==> src/pkg/adc_cfg_pkg.sv <==
package adc_cfg_pkg;
    // Configuration word layout
    localparam int WORD_W = 14;
    localparam int COUNT_W = 4;
    localparam int CHAN_W = 3;
    localparam int CHAN_LSB = 7;
    localparam int BAND_POS = 6;
    localparam int REF_LSB = 3;
    localparam int REF_W = 3;
    localparam int ORDER_LSB = 1;
    localparam int ORDER_W = 2;
    localparam logic [WORD_W-1:0] WORD_RESET = 14'h0000;
    localparam logic [COUNT_W-1:0] COUNT_ONE = 4'h1;
    localparam logic [CHAN_W-1:0] CHAN_ONE = 3'h1;
    localparam logic [CHAN_W-1:0] CHAN_FIRST = 3'h0;

    // Reference and buffer select codes
    localparam logic [REF_W-1:0] REF_INT_LOW = 3'h0;
    localparam logic [REF_W-1:0] REF_INT_HIGH = 3'h1;
    localparam logic [REF_W-1:0] REF_EXT_TEMP = 3'h2;
    localparam logic [REF_W-1:0] REF_EXT_BUF_TEMP = 3'h3;
    localparam logic [REF_W-1:0] REF_RESVD_A = 3'h4;
    localparam logic [REF_W-1:0] REF_RESVD_B = 3'h5;
    localparam logic [REF_W-1:0] REF_EXT_ALL_OFF = 3'h6;
    localparam logic [REF_W-1:0] REF_EXT_BUF = 3'h7;

    // Scan order modes, in field code order
    typedef enum logic [1:0] {
        MODE_OFF,
        MODE_UPDATE,
        MODE_SCAN_TEMP,
        MODE_SCAN
    } scan_order_field_e;

    // Analog reference side controls
    typedef struct packed {
        logic int_ref_en;
        logic ref_high;
        logic buffer_en;
        logic temp_en;
        logic ext_ref;
    } analog_ctrl_s;

    localparam analog_ctrl_s ANALOG_RESET = '{1'b1, 1'b0, 1'b1, 1'b1, 1'b0};
endpackage

==> src/rtl/adc_config_word_decoder.sv <==
`timescale 1ns/1ps
module adc_config_word_decoder
(
    // Clock and reset
    input wire logic clock_in,
    input wire logic rst_in,
    // Serial pins from the host
    input wire logic serial_clock_in,
    input wire logic serial_data_in,
    // Converter timing
    input wire logic conv_end_in,
    // Analog controls
    output adc_cfg_pkg::analog_ctrl_s analog_out,
    output logic quarter_bw_out,
    // Sequencer outputs
    output logic [adc_cfg_pkg::CHAN_W-1:0] channel_out,
    output logic temp_conv_out,
    // Status
    output logic [adc_cfg_pkg::WORD_W-1:0] config_word_out,
    output logic word_ready_out
);

    // Pin synchronisers
    logic sck_meta;
    logic sck_sync;
    logic sck_prev;
    logic din_meta;
    logic din_sync;
    logic sck_rise;

    always_ff @(posedge clock_in or posedge rst_in)
    begin
        if (rst_in)
        begin
            sck_meta <= 1'b0;
            sck_sync <= 1'b0;
            sck_prev <= 1'b0;
            din_meta <= 1'b0;
            din_sync <= 1'b0;
        end
        else
        begin
            sck_meta <= serial_clock_in;
            sck_sync <= sck_meta;
            sck_prev <= sck_sync;
            din_meta <= serial_data_in;
            din_sync <= din_meta;
        end
    end

    assign sck_rise = sck_sync && !sck_prev;

    // Shift register state
    logic [adc_cfg_pkg::WORD_W-1:0] shift_word;
    logic [adc_cfg_pkg::COUNT_W-1:0] bit_count;
    logic word_ready;
    logic [adc_cfg_pkg::WORD_W-1:0] next_shift_word;
    logic [adc_cfg_pkg::COUNT_W-1:0] next_bit_count;

    // Word fields as shifted in
    logic [adc_cfg_pkg::REF_W-1:0] new_ref;
    logic [adc_cfg_pkg::CHAN_W-1:0] new_last;
    adc_cfg_pkg::scan_order_field_e new_order;

    assign word_ready = bit_count == adc_cfg_pkg::COUNT_W'(adc_cfg_pkg::WORD_W);
    assign new_ref = shift_word[adc_cfg_pkg::REF_LSB +: adc_cfg_pkg::REF_W];
    assign new_last = shift_word[adc_cfg_pkg::CHAN_LSB +: adc_cfg_pkg::CHAN_W];
    assign new_order = adc_cfg_pkg::scan_order_field_e'(
        shift_word[adc_cfg_pkg::ORDER_LSB +: adc_cfg_pkg::ORDER_W]);

    // Shift next state; conversion end drops any count
    always_comb
    begin
        next_shift_word = shift_word;
        next_bit_count = bit_count;
        if (conv_end_in)
        begin
            next_bit_count = '0;
        end
        else if (sck_rise && !word_ready)
        begin
            next_shift_word = {shift_word[adc_cfg_pkg::WORD_W-2:0], din_sync};
            next_bit_count = bit_count + adc_cfg_pkg::COUNT_ONE;
        end
    end

    // Shift registers
    always_ff @(posedge clock_in or posedge rst_in)
    begin
        if (rst_in)
        begin
            shift_word <= adc_cfg_pkg::WORD_RESET;
            bit_count <= '0;
        end
        else
        begin
            shift_word <= next_shift_word;
            bit_count <= next_bit_count;
        end
    end

    // Applied configuration and sequencer state
    logic apply;
    adc_cfg_pkg::scan_order_field_e run_mode;
    adc_cfg_pkg::scan_order_field_e next_run_mode;
    adc_cfg_pkg::analog_ctrl_s next_analog;
    logic next_quarter_bw;
    logic [adc_cfg_pkg::WORD_W-1:0] next_config_word;
    logic [adc_cfg_pkg::CHAN_W-1:0] next_channel;
    logic next_temp_conv;
    logic [adc_cfg_pkg::CHAN_W-1:0] last_chan;
    logic restart;

    assign apply = conv_end_in && word_ready;

    // Decode and sequence at conversion end
    always_comb
    begin
        next_analog = analog_out;
        next_quarter_bw = quarter_bw_out;
        next_config_word = config_word_out;
        next_run_mode = run_mode;
        next_channel = channel_out;
        next_temp_conv = temp_conv_out;
        last_chan = config_word_out[adc_cfg_pkg::CHAN_LSB +: adc_cfg_pkg::CHAN_W];
        restart = 1'b0;
        if (apply)
        begin
            next_config_word = shift_word;
            last_chan = new_last;
            next_quarter_bw = !shift_word[adc_cfg_pkg::BAND_POS];
            case (new_ref)
                adc_cfg_pkg::REF_INT_LOW: next_analog = '{1'b1, 1'b0, 1'b1, 1'b1, 1'b0};
                adc_cfg_pkg::REF_INT_HIGH: next_analog = '{1'b1, 1'b1, 1'b1, 1'b1, 1'b0};
                adc_cfg_pkg::REF_EXT_TEMP: next_analog = '{1'b0, 1'b0, 1'b0, 1'b1, 1'b1};
                adc_cfg_pkg::REF_EXT_BUF_TEMP:
                    next_analog = '{1'b0, 1'b0, 1'b1, 1'b1, 1'b1};
                adc_cfg_pkg::REF_EXT_ALL_OFF:
                    next_analog = '{1'b0, 1'b0, 1'b0, 1'b0, 1'b1};
                adc_cfg_pkg::REF_EXT_BUF: next_analog = '{1'b0, 1'b0, 1'b1, 1'b0, 1'b1};
                default: next_analog = analog_out; // Reserved codes hold settings
            endcase
            if (new_order != adc_cfg_pkg::MODE_UPDATE)
            begin
                next_run_mode = new_order;
                restart = 1'b1;
            end
        end
        if (conv_end_in)
        begin
            case (next_run_mode)
                adc_cfg_pkg::MODE_SCAN_TEMP:
                begin
                    if (restart || temp_conv_out)
                    begin
                        next_channel = adc_cfg_pkg::CHAN_FIRST;
                        next_temp_conv = 1'b0;
                    end
                    else if (channel_out >= last_chan)
                    begin
                        next_temp_conv = 1'b1;
                    end
                    else
                    begin
                        next_channel = channel_out + adc_cfg_pkg::CHAN_ONE;
                    end
                end
                adc_cfg_pkg::MODE_SCAN:
                begin
                    next_temp_conv = 1'b0;
                    if (restart || temp_conv_out || channel_out >= last_chan)
                    begin
                        next_channel = adc_cfg_pkg::CHAN_FIRST;
                    end
                    else
                    begin
                        next_channel = channel_out + adc_cfg_pkg::CHAN_ONE;
                    end
                end
                default:
                begin
                    next_channel = last_chan;
                    next_temp_conv = 1'b0;
                end
            endcase
        end
    end

    // Applied state registers
    always_ff @(posedge clock_in or posedge rst_in)
    begin
        if (rst_in)
        begin
            analog_out <= adc_cfg_pkg::ANALOG_RESET;
            quarter_bw_out <= 1'b1;
            config_word_out <= adc_cfg_pkg::WORD_RESET;
            run_mode <= adc_cfg_pkg::MODE_OFF;
            channel_out <= adc_cfg_pkg::CHAN_FIRST;
            temp_conv_out <= 1'b0;
            word_ready_out <= 1'b0;
        end
        else
        begin
            analog_out <= next_analog;
            quarter_bw_out <= next_quarter_bw;
            config_word_out <= next_config_word;
            run_mode <= next_run_mode;
            channel_out <= next_channel;
            temp_conv_out <= next_temp_conv;
            word_ready_out <= next_bit_count == adc_cfg_pkg::COUNT_W'(adc_cfg_pkg::WORD_W);
        end
    end

    // Checks on decode and sequencing
    property p_band_quarter;
        @(posedge clock_in) disable iff (rst_in)
        apply && !shift_word[adc_cfg_pkg::BAND_POS] |=> quarter_bw_out;
    endproperty
    a_band_quarter: assert property (p_band_quarter) else $error("bandwidth not quarter");

    property p_ref_low;
        @(posedge clock_in) disable iff (rst_in)
        apply && new_ref == adc_cfg_pkg::REF_INT_LOW
        |=> analog_out.int_ref_en && analog_out.temp_en && !analog_out.ref_high;
    endproperty
    a_ref_low: assert property (p_ref_low) else $error("low reference wrong");

    property p_ref_high;
        @(posedge clock_in) disable iff (rst_in)
        apply && new_ref == adc_cfg_pkg::REF_INT_HIGH
        |=> analog_out.int_ref_en && analog_out.ref_high && !analog_out.ext_ref;
    endproperty
    a_ref_high: assert property (p_ref_high) else $error("high reference wrong");

    property p_ref_ext_temp;
        @(posedge clock_in) disable iff (rst_in)
        apply && new_ref == adc_cfg_pkg::REF_EXT_TEMP
        |=> analog_out.ext_ref && analog_out.temp_en && !analog_out.buffer_en;
    endproperty
    a_ref_ext_temp: assert property (p_ref_ext_temp) else $error("ext temp wrong");

    property p_ref_ext_buf_temp;
        @(posedge clock_in) disable iff (rst_in)
        apply && new_ref == adc_cfg_pkg::REF_EXT_BUF_TEMP
        |=> analog_out.ext_ref && analog_out.buffer_en && analog_out.temp_en;
    endproperty
    a_ref_ext_buf_temp: assert property (p_ref_ext_buf_temp) else $error("ext buf wrong");

    property p_ref_off;
        @(posedge clock_in) disable iff (rst_in)
        apply && new_ref == adc_cfg_pkg::REF_EXT_ALL_OFF
        |=> !analog_out.int_ref_en && !analog_out.buffer_en && !analog_out.temp_en;
    endproperty
    a_ref_off: assert property (p_ref_off) else $error("power down wrong");

    property p_ref_buf;
        @(posedge clock_in) disable iff (rst_in)
        apply && new_ref == adc_cfg_pkg::REF_EXT_BUF
        |=> analog_out.ext_ref && analog_out.buffer_en && !analog_out.int_ref_en && !analog_out.temp_en;
    endproperty
    a_ref_buf: assert property (p_ref_buf) else $error("buffer only wrong");

    property p_scan_no_temp;
        @(posedge clock_in) disable iff (rst_in)
        conv_end_in && !word_ready && run_mode == adc_cfg_pkg::MODE_SCAN |=> !temp_conv_out;
    endproperty
    a_scan_no_temp: assert property (p_scan_no_temp) else $error("temperature in plain scan");

    property p_wrap;
        @(posedge clock_in) disable iff (rst_in)
        conv_end_in && !word_ready && run_mode == adc_cfg_pkg::MODE_SCAN
        && channel_out == last_chan |=> channel_out == adc_cfg_pkg::CHAN_FIRST;
    endproperty
    a_wrap: assert property (p_wrap) else $error("scan did not wrap");

    property p_temp_step;
        @(posedge clock_in) disable iff (rst_in)
        conv_end_in && !word_ready && run_mode == adc_cfg_pkg::MODE_SCAN_TEMP
        && !temp_conv_out && channel_out == last_chan |=> temp_conv_out ##0 !$past(temp_conv_out);
    endproperty
    a_temp_step: assert property (p_temp_step) else $error("temperature skipped");

    property p_partial;
        @(posedge clock_in) disable iff (rst_in)
        conv_end_in && !word_ready |=> $stable(config_word_out) ##1 bit_count < 4'h2;
    endproperty
    a_partial: assert property (p_partial) else $error("partial word applied");

    property p_hold;
        @(posedge clock_in) disable iff (rst_in)
        !conv_end_in |=> $stable(analog_out) && $stable(quarter_bw_out) && $stable(channel_out);
    endproperty
    a_hold: assert property (p_hold) else $error("change outside conversion end");

endmodule // adc_config_word_decoder

==> config.mk <==
export PLATFORM = sky130hd
export DESIGN_NAME = adc_config_word_decoder
export DESIGN_NICKNAME = d
export VERILOG_FILES = /design/src/pkg/adc_cfg_pkg.sv /design/src/rtl/adc_config_word_decoder.sv
export SDC_FILE = /design/constraint.sdc
export NUM_CORES = 1
export LEC_CHECK = 0
export ABC_AREA = 1
export ABC_CLOCK_PERIOD_IN_PS = 4300
export BUFFER_PORTS_ARGS = -buffer_cell sky130_fd_sc_hd__buf_2
export CAP_MARGIN = 20
export CORE_ASPECT_RATIO = 1.5
export CORE_UTILIZATION = 61
export DETAILED_ROUTE_END_ITERATION = 7
export GPL_TIMING_DRIVEN = 0
export PLACE_DENSITY = 0.89
export SLEW_MARGIN = 20
export SYNTH_ARGS = -nofsm -noshare
export SYNTH_HDL_FRONTEND = slang
export SYNTH_SLANG_ARGS = --single-unit
==> constraint.sdc <==
create_clock -name clock_in -period 4.3 [get_ports clock_in]
set_input_delay 0.43 -clock clock_in [delete_from_list [all_inputs] [get_ports clock_in]]
set_output_delay 0.43 -clock clock_in [all_outputs]
set_load 0.02 [all_outputs]
### Word level (Yosys, flattened, before mapping)

Index checks and enable logic that the tools add are counted.

* bits in registers: 50
* input bits: 5
* word-level logic and storage cells: 63

* add/subtract/negate cells: 2
* order comparisons: 1
* eq/ne operators: 12
* muxes and demuxes: 15
* bitwise logic cells: 1
* reductions and logical operators: 14

Operator list (number)
* $pmux W5 S6: 1
* $mux W3: 4
* $eq A4 B4 Y1 const B: 2
* $mux W4: 2
* $reduce_and A2 Y1: 4
* $eq A3 B2 Y1 const B: 2
* $eq A3 B3 Y1 const B: 2
* $ne A3 B3 Y1 const B: 2
* $pmux W3 S2: 1
* $reduce_bool A6 Y1: 1
* $mux W1: 5
* $add A4 B1 Y4 const B: 1
* $eq A2 B2 Y1 const B: 2
* $mux W2: 2
* $add A3 B1 Y3 const B: 1
* $eq A3 B1 Y1 const B: 1
* $ge A3 B3 Y1: 1
* $logic_and A1 B1 Y1: 3
* $logic_not A1 Y1: 3
* $logic_not A3 Y1: 1
* $logic_or A1 B1 Y1: 2
* $ne A2 B1 Y1 const B: 1
* $not A1 Y1: 1

### Longest topological paths before layout

* depth in word-level cells: 7
* depth in mapped cells: 16
* depth with buffers taken out: 15

### Worst setup path after synthesis

Ideal clock, no wire load.

* path type: register to register
* from: register bit_count[0] (netlist name)
* to: register channel_out[0] (netlist name)
* library setup time: 66 ps
* data arrival time: 2180 ps
* slack: 2054 ps
* stages on the path, launching flop included: 16
* path buffers: 1
* cell sequence: dfrtp_1 -> inv_1 -> ha_1 -> nand3_2 -> nor2_4 -> buf_6 -> o21a_2 -> inv_1 -> ha_1 -> a21oi_1 -> nand3_1 -> nor3_1 -> nand2_1 -> nand3_1 -> nand2_1 -> nand2_1

* word-level cells in the longest chain between the ends: 7
* elaborated cells on any way between the ends: 15

RTL lines
* from (decl): RTL line adc_config_word_decoder.sv:55 `logic [adc_cfg_pkg::COUNT_W-1:0] bit_count;`
* from (signal assigned): RTL line adc_config_word_decoder.sv:98 `bit_count <= next_bit_count;`
* $eq A4 B4 Y1 (*): RTL line adc_config_word_decoder.sv:65 `assign word_ready = bit_count == adc_cfg_pkg::COUNT_W'(adc_cfg_pkg::WORD_W);`
* $logic_and A1 B1 Y1 (*): RTL line adc_config_word_decoder.sv:114 `assign apply = conv_end_in && word_ready;`
* $mux W3 or $mux W1 (tied branches): RTL line adc_config_word_decoder.sv:127 `if (apply)`
* $ge A3 B3 Y1 or $logic_or A1 B1 Y1 (tied branches): RTL line adc_config_word_decoder.sv:159, adc_config_word_decoder.sv:171, adc_config_word_decoder.sv:154
* $logic_or A1 B1 Y1: RTL line adc_config_word_decoder.sv:171 `if (restart || temp_conv_out || channel_out >= last_chan)`
* $mux W3: RTL line adc_config_word_decoder.sv:171
* $pmux W3 S2: RTL line adc_config_word_decoder.sv:151 `case (next_run_mode)`
* to (signal assigned): RTL line adc_config_word_decoder.sv:198 `channel_out <= adc_cfg_pkg::CHAN_FIRST;`
* to (signal assigned): RTL line adc_config_word_decoder.sv:208 `channel_out <= next_channel;`
* to (decl): RTL line adc_config_word_decoder.sv:16 `output logic [adc_cfg_pkg::CHAN_W-1:0] channel_out,`

Mark *: on every way between the ends. The rest lies on a longest branch, timed or not.
A chain may end at the register's enable or synchronous reset.

### Final worst setup path

Ends and elaborated chain as after synthesis.

==> reports/results.ini <==
[power]
internal_power_uw=748
p_seq_share_pct=53.3
netSwitchingFraction_pct=26.8
power.share.combinational_pct=13.1
cellLeakagePower_nw=1.34
switchingPower_uw=273
pwr-share-clk_pct=33.6
ir_drop_mv=0.317
power_density_mw_per_mm2=401

[sta]
tightestPinTransition_ns=0.449
fin_ws_ns=1.70
setup_viol=0
rsz0062_at_grt=no
finalSetupTns_ns=0
finalHoldViolations=0
fin_crit_sh_pct=60.5
finalCriticalPeriod_ns=2.60
slew_violations=0
finClkSkew_ns=0.00916
max_freq_mhz=385
max-slew-margin-rel_pct=70.1

[placed_design]
portBuffers=28
dp_hpwl_mm=3.09
place.gp.congestion=0.826
pre_cts_ws_ns=1.74
placed_area_mm2=0.00243

[critical_path]
r2r-start=bit_count[0]$_DFF_PP0_
rr_endpoint=channel_out[0]$_DFFE_PP0P_
worstRegToRegCells=16
start_kind=flip-flop
cpMostUsedCell=nand2_1
arrival_ns=2.85
critPathKind=flip-flop to flip-flop
worst_path_largest_cell_delay_ns=0.41
r2r_setup_slack_ns=1.70
worstSetupEndpointType=flip-flop
crit_fanout=10
worstPathCellList=inv_1, ha_1, nand3_2, nor2_4, buf_6, nand2_1, o21a_2, inv_1, ha_1, a21oi_1, nand3_1, nor3_1, nand2_1, nand3_1, nand2_1, nand2_1
crit_required_ns=4.55
slowest_stage=dfrtp_1

[route]
wirelength_mm=4.22
ant_nets=0
vias=1731
drtIter0Drc=54
dr.pass1.iters=4
drc=0
wire_per_inst_um=13.1
avgViaCountPerCell=5.39

[min_path]
hold_path_class=input port to asynchronous set/reset pin

[cts]
post_cts_buffers=0
cts_root_buf=clkbuf_8
clk_latency_ns=0.31
cts.sinks=50
numCtsBuffers=5
post_cts_resized=0
htreeDepth=2
cts_buffer_depth=2
path_clk_slew_ns=0.09
cts_tree=yes
cts_hold_buf=0

[yosys]
yosysSeqAreaShare_pct=56.7
syn-cell-area_mm2=0.00222
yosys-top-cells-count=nand2_1 (62), dfrtp_1 (46), inv_1 (24), o21ai_0 (21), nor2_1 (19)
synthArstFlopShare_pct=100
syn_inst=242
synth-edff-count=0
synthFlopType=dfrtp_1
yosys_warnings=0
synth_area_leaders=dfrtp_1 (52%), nand2_1 (10%), dfstp_2 (4.7%)
synth_nets=253
synth_cell_type_count=32
ys_ff_latch=50
synth_top_area_cell=dfrtp_1
synth.avg_cell_area_um2=9.16
yosysMostFrequentCell=nand2_1
synth_top_area_share_pct=51.9

[floorplan]
core-area_mm2=0.00345
std_cell_rows=26
die_width_um=51.2
dieArea_mm2=0.00388
start_util_pct=64.3
die_h_um=75.8
io_pins=30

[layout]
area.sequential_mm2=0.00126
fin_nets=289
fill_cells=274
synthToLayoutAreaGrowth_pct=14.8
multi_input_area_um2=820
drive_gt1_share_pct=22.6
final_cell_area_mm2=0.00255
n_antenna_cell=0

[grt]
track_usage_pct=24.9
antenna_found_initial=0
grt_pass1_vias=1675
grt_pass1_wl_mm=6.96
overflow=0
grt_max_degree=35

[run_status]
status=finished, final reports clean

[run]
max_cap_viol_count=0

cell usage in the layout (no fill, tap or decap), drive strengths merged, types with 2 or more instances in the layout:
cell type	n
nand2	69
dfrtp	46
buf	33
inv	27
o21ai	22
nor2	21
nand3	16
a21oi	9
clkbuf	9
ha	6
dfstp	4
nor3	3
nand4	3
o21a	2
how the worst max path moves through the flow:
stage,startpoint,depth (start not counted),to
after CTS,bit_count[0]$_DFF_PP0_,16,channel_out[0]$_DFFE_PP0P_
after global placement,bit_count[0]$_DFF_PP0_,15,channel_out[2]$_DFFE_PP0P_
after global routing,bit_count[0]$_DFF_PP0_,16,channel_out[1]$_DFFE_PP0P_
final,bit_count[0]$_DFF_PP0_,16,channel_out[0]$_DFFE_PP0P_
after floorplan,bit_count[0]$_DFF_PP0_,15,channel_out[0]$_DFFE_PP0P_
after detailed placement,bit_count[0]$_DFF_PP0_,16,channel_out[2]$_DFFE_PP0P_
critical path: cells and delay by family, from the launching register on:
| family | cells | cell delay [ns] |
|---|---|---|
| AND/OR/NAND/NOR | 9 | 1.01 |
| AO/OA/AOI/OAI | 2 | 0.33 |
| flip-flops | 1 | 0.41 |
| adder cells (fa/ha/maj) | 2 | 0.49 |
| buffers and inverters | 3 | 0.29 |
power by group through the flow:
stage | sequential (mW) | combinational (mW) | clock, mW
2_1_floorplan | 0.552 | 0.0933 | 0
3_3_place_gp | 0.551 | 0.125 | 0
3_5_place_dp | 0.553 | 0.135 | 0
4_1_cts | 0.544 | 0.135 | 0.347
5_1_grt | 0.551 | 0.155 | 0.360
6_report | 0.544 | 0.134 | 0.343
cell families (layout without fill, tap and decap cells):
family	after synthesis	after routing	synth area share, %
compound gates	36	36	8.97
mux	1	1	0.508
fa+ha+maj	6	6	3.39
simple gates	113	113	23.3
buf+inv	34	71	6.38
xor+xnor	2	2	0.790
flops	50	50	56.7
registers in the layout (all words and copies together) (netlist names), 2 cells and up:
register and flops:
bit_count 4, channel_out 3, run_mode 2, config_word_out 14
shift_word 14, analog_out 5
per-layer routing:
layer / global-route usage [%] / vias up / part of all wire (%)
met5: 0 / - / 0
met1: 25.4 / 839 / 39
li1: - / 851 / -
met4: 12.0 / 0 / 1.9
met2: 47.4 / 32 / 56
met3: 5.39 / 9 / 2.8
through the flow:
stage / power, mW / utilization, % / std cells / hold WS (ns)
finish: 1.02 / 73.8 / 321 / 0.0824
global route: 1.07 / 73.8 / 321 / 0.118
CTS: 1.03 / 73.8 / 321 / 0.0966
detailed placement: 0.687 / 70.5 / 313 / 0.337
global placement: 0.676 / 69.9 / 312 / 0.334
floorplan: 0.645 / - / 242 / 0.331
cell type report:
cell class              instances  share of cell area, %
inverters                      28                   4.13
well taps                      42                   2.06
multi-input cells             158                   32.2
plain buffers                   6                   1.43
clock inverters                 1                   1.18
repair buffers                 29                   6.29
clock buffers                   7                   3.39
flip-flops and latches         50                   49.3
Note: power is estimated with default switching activity, not from simulation.
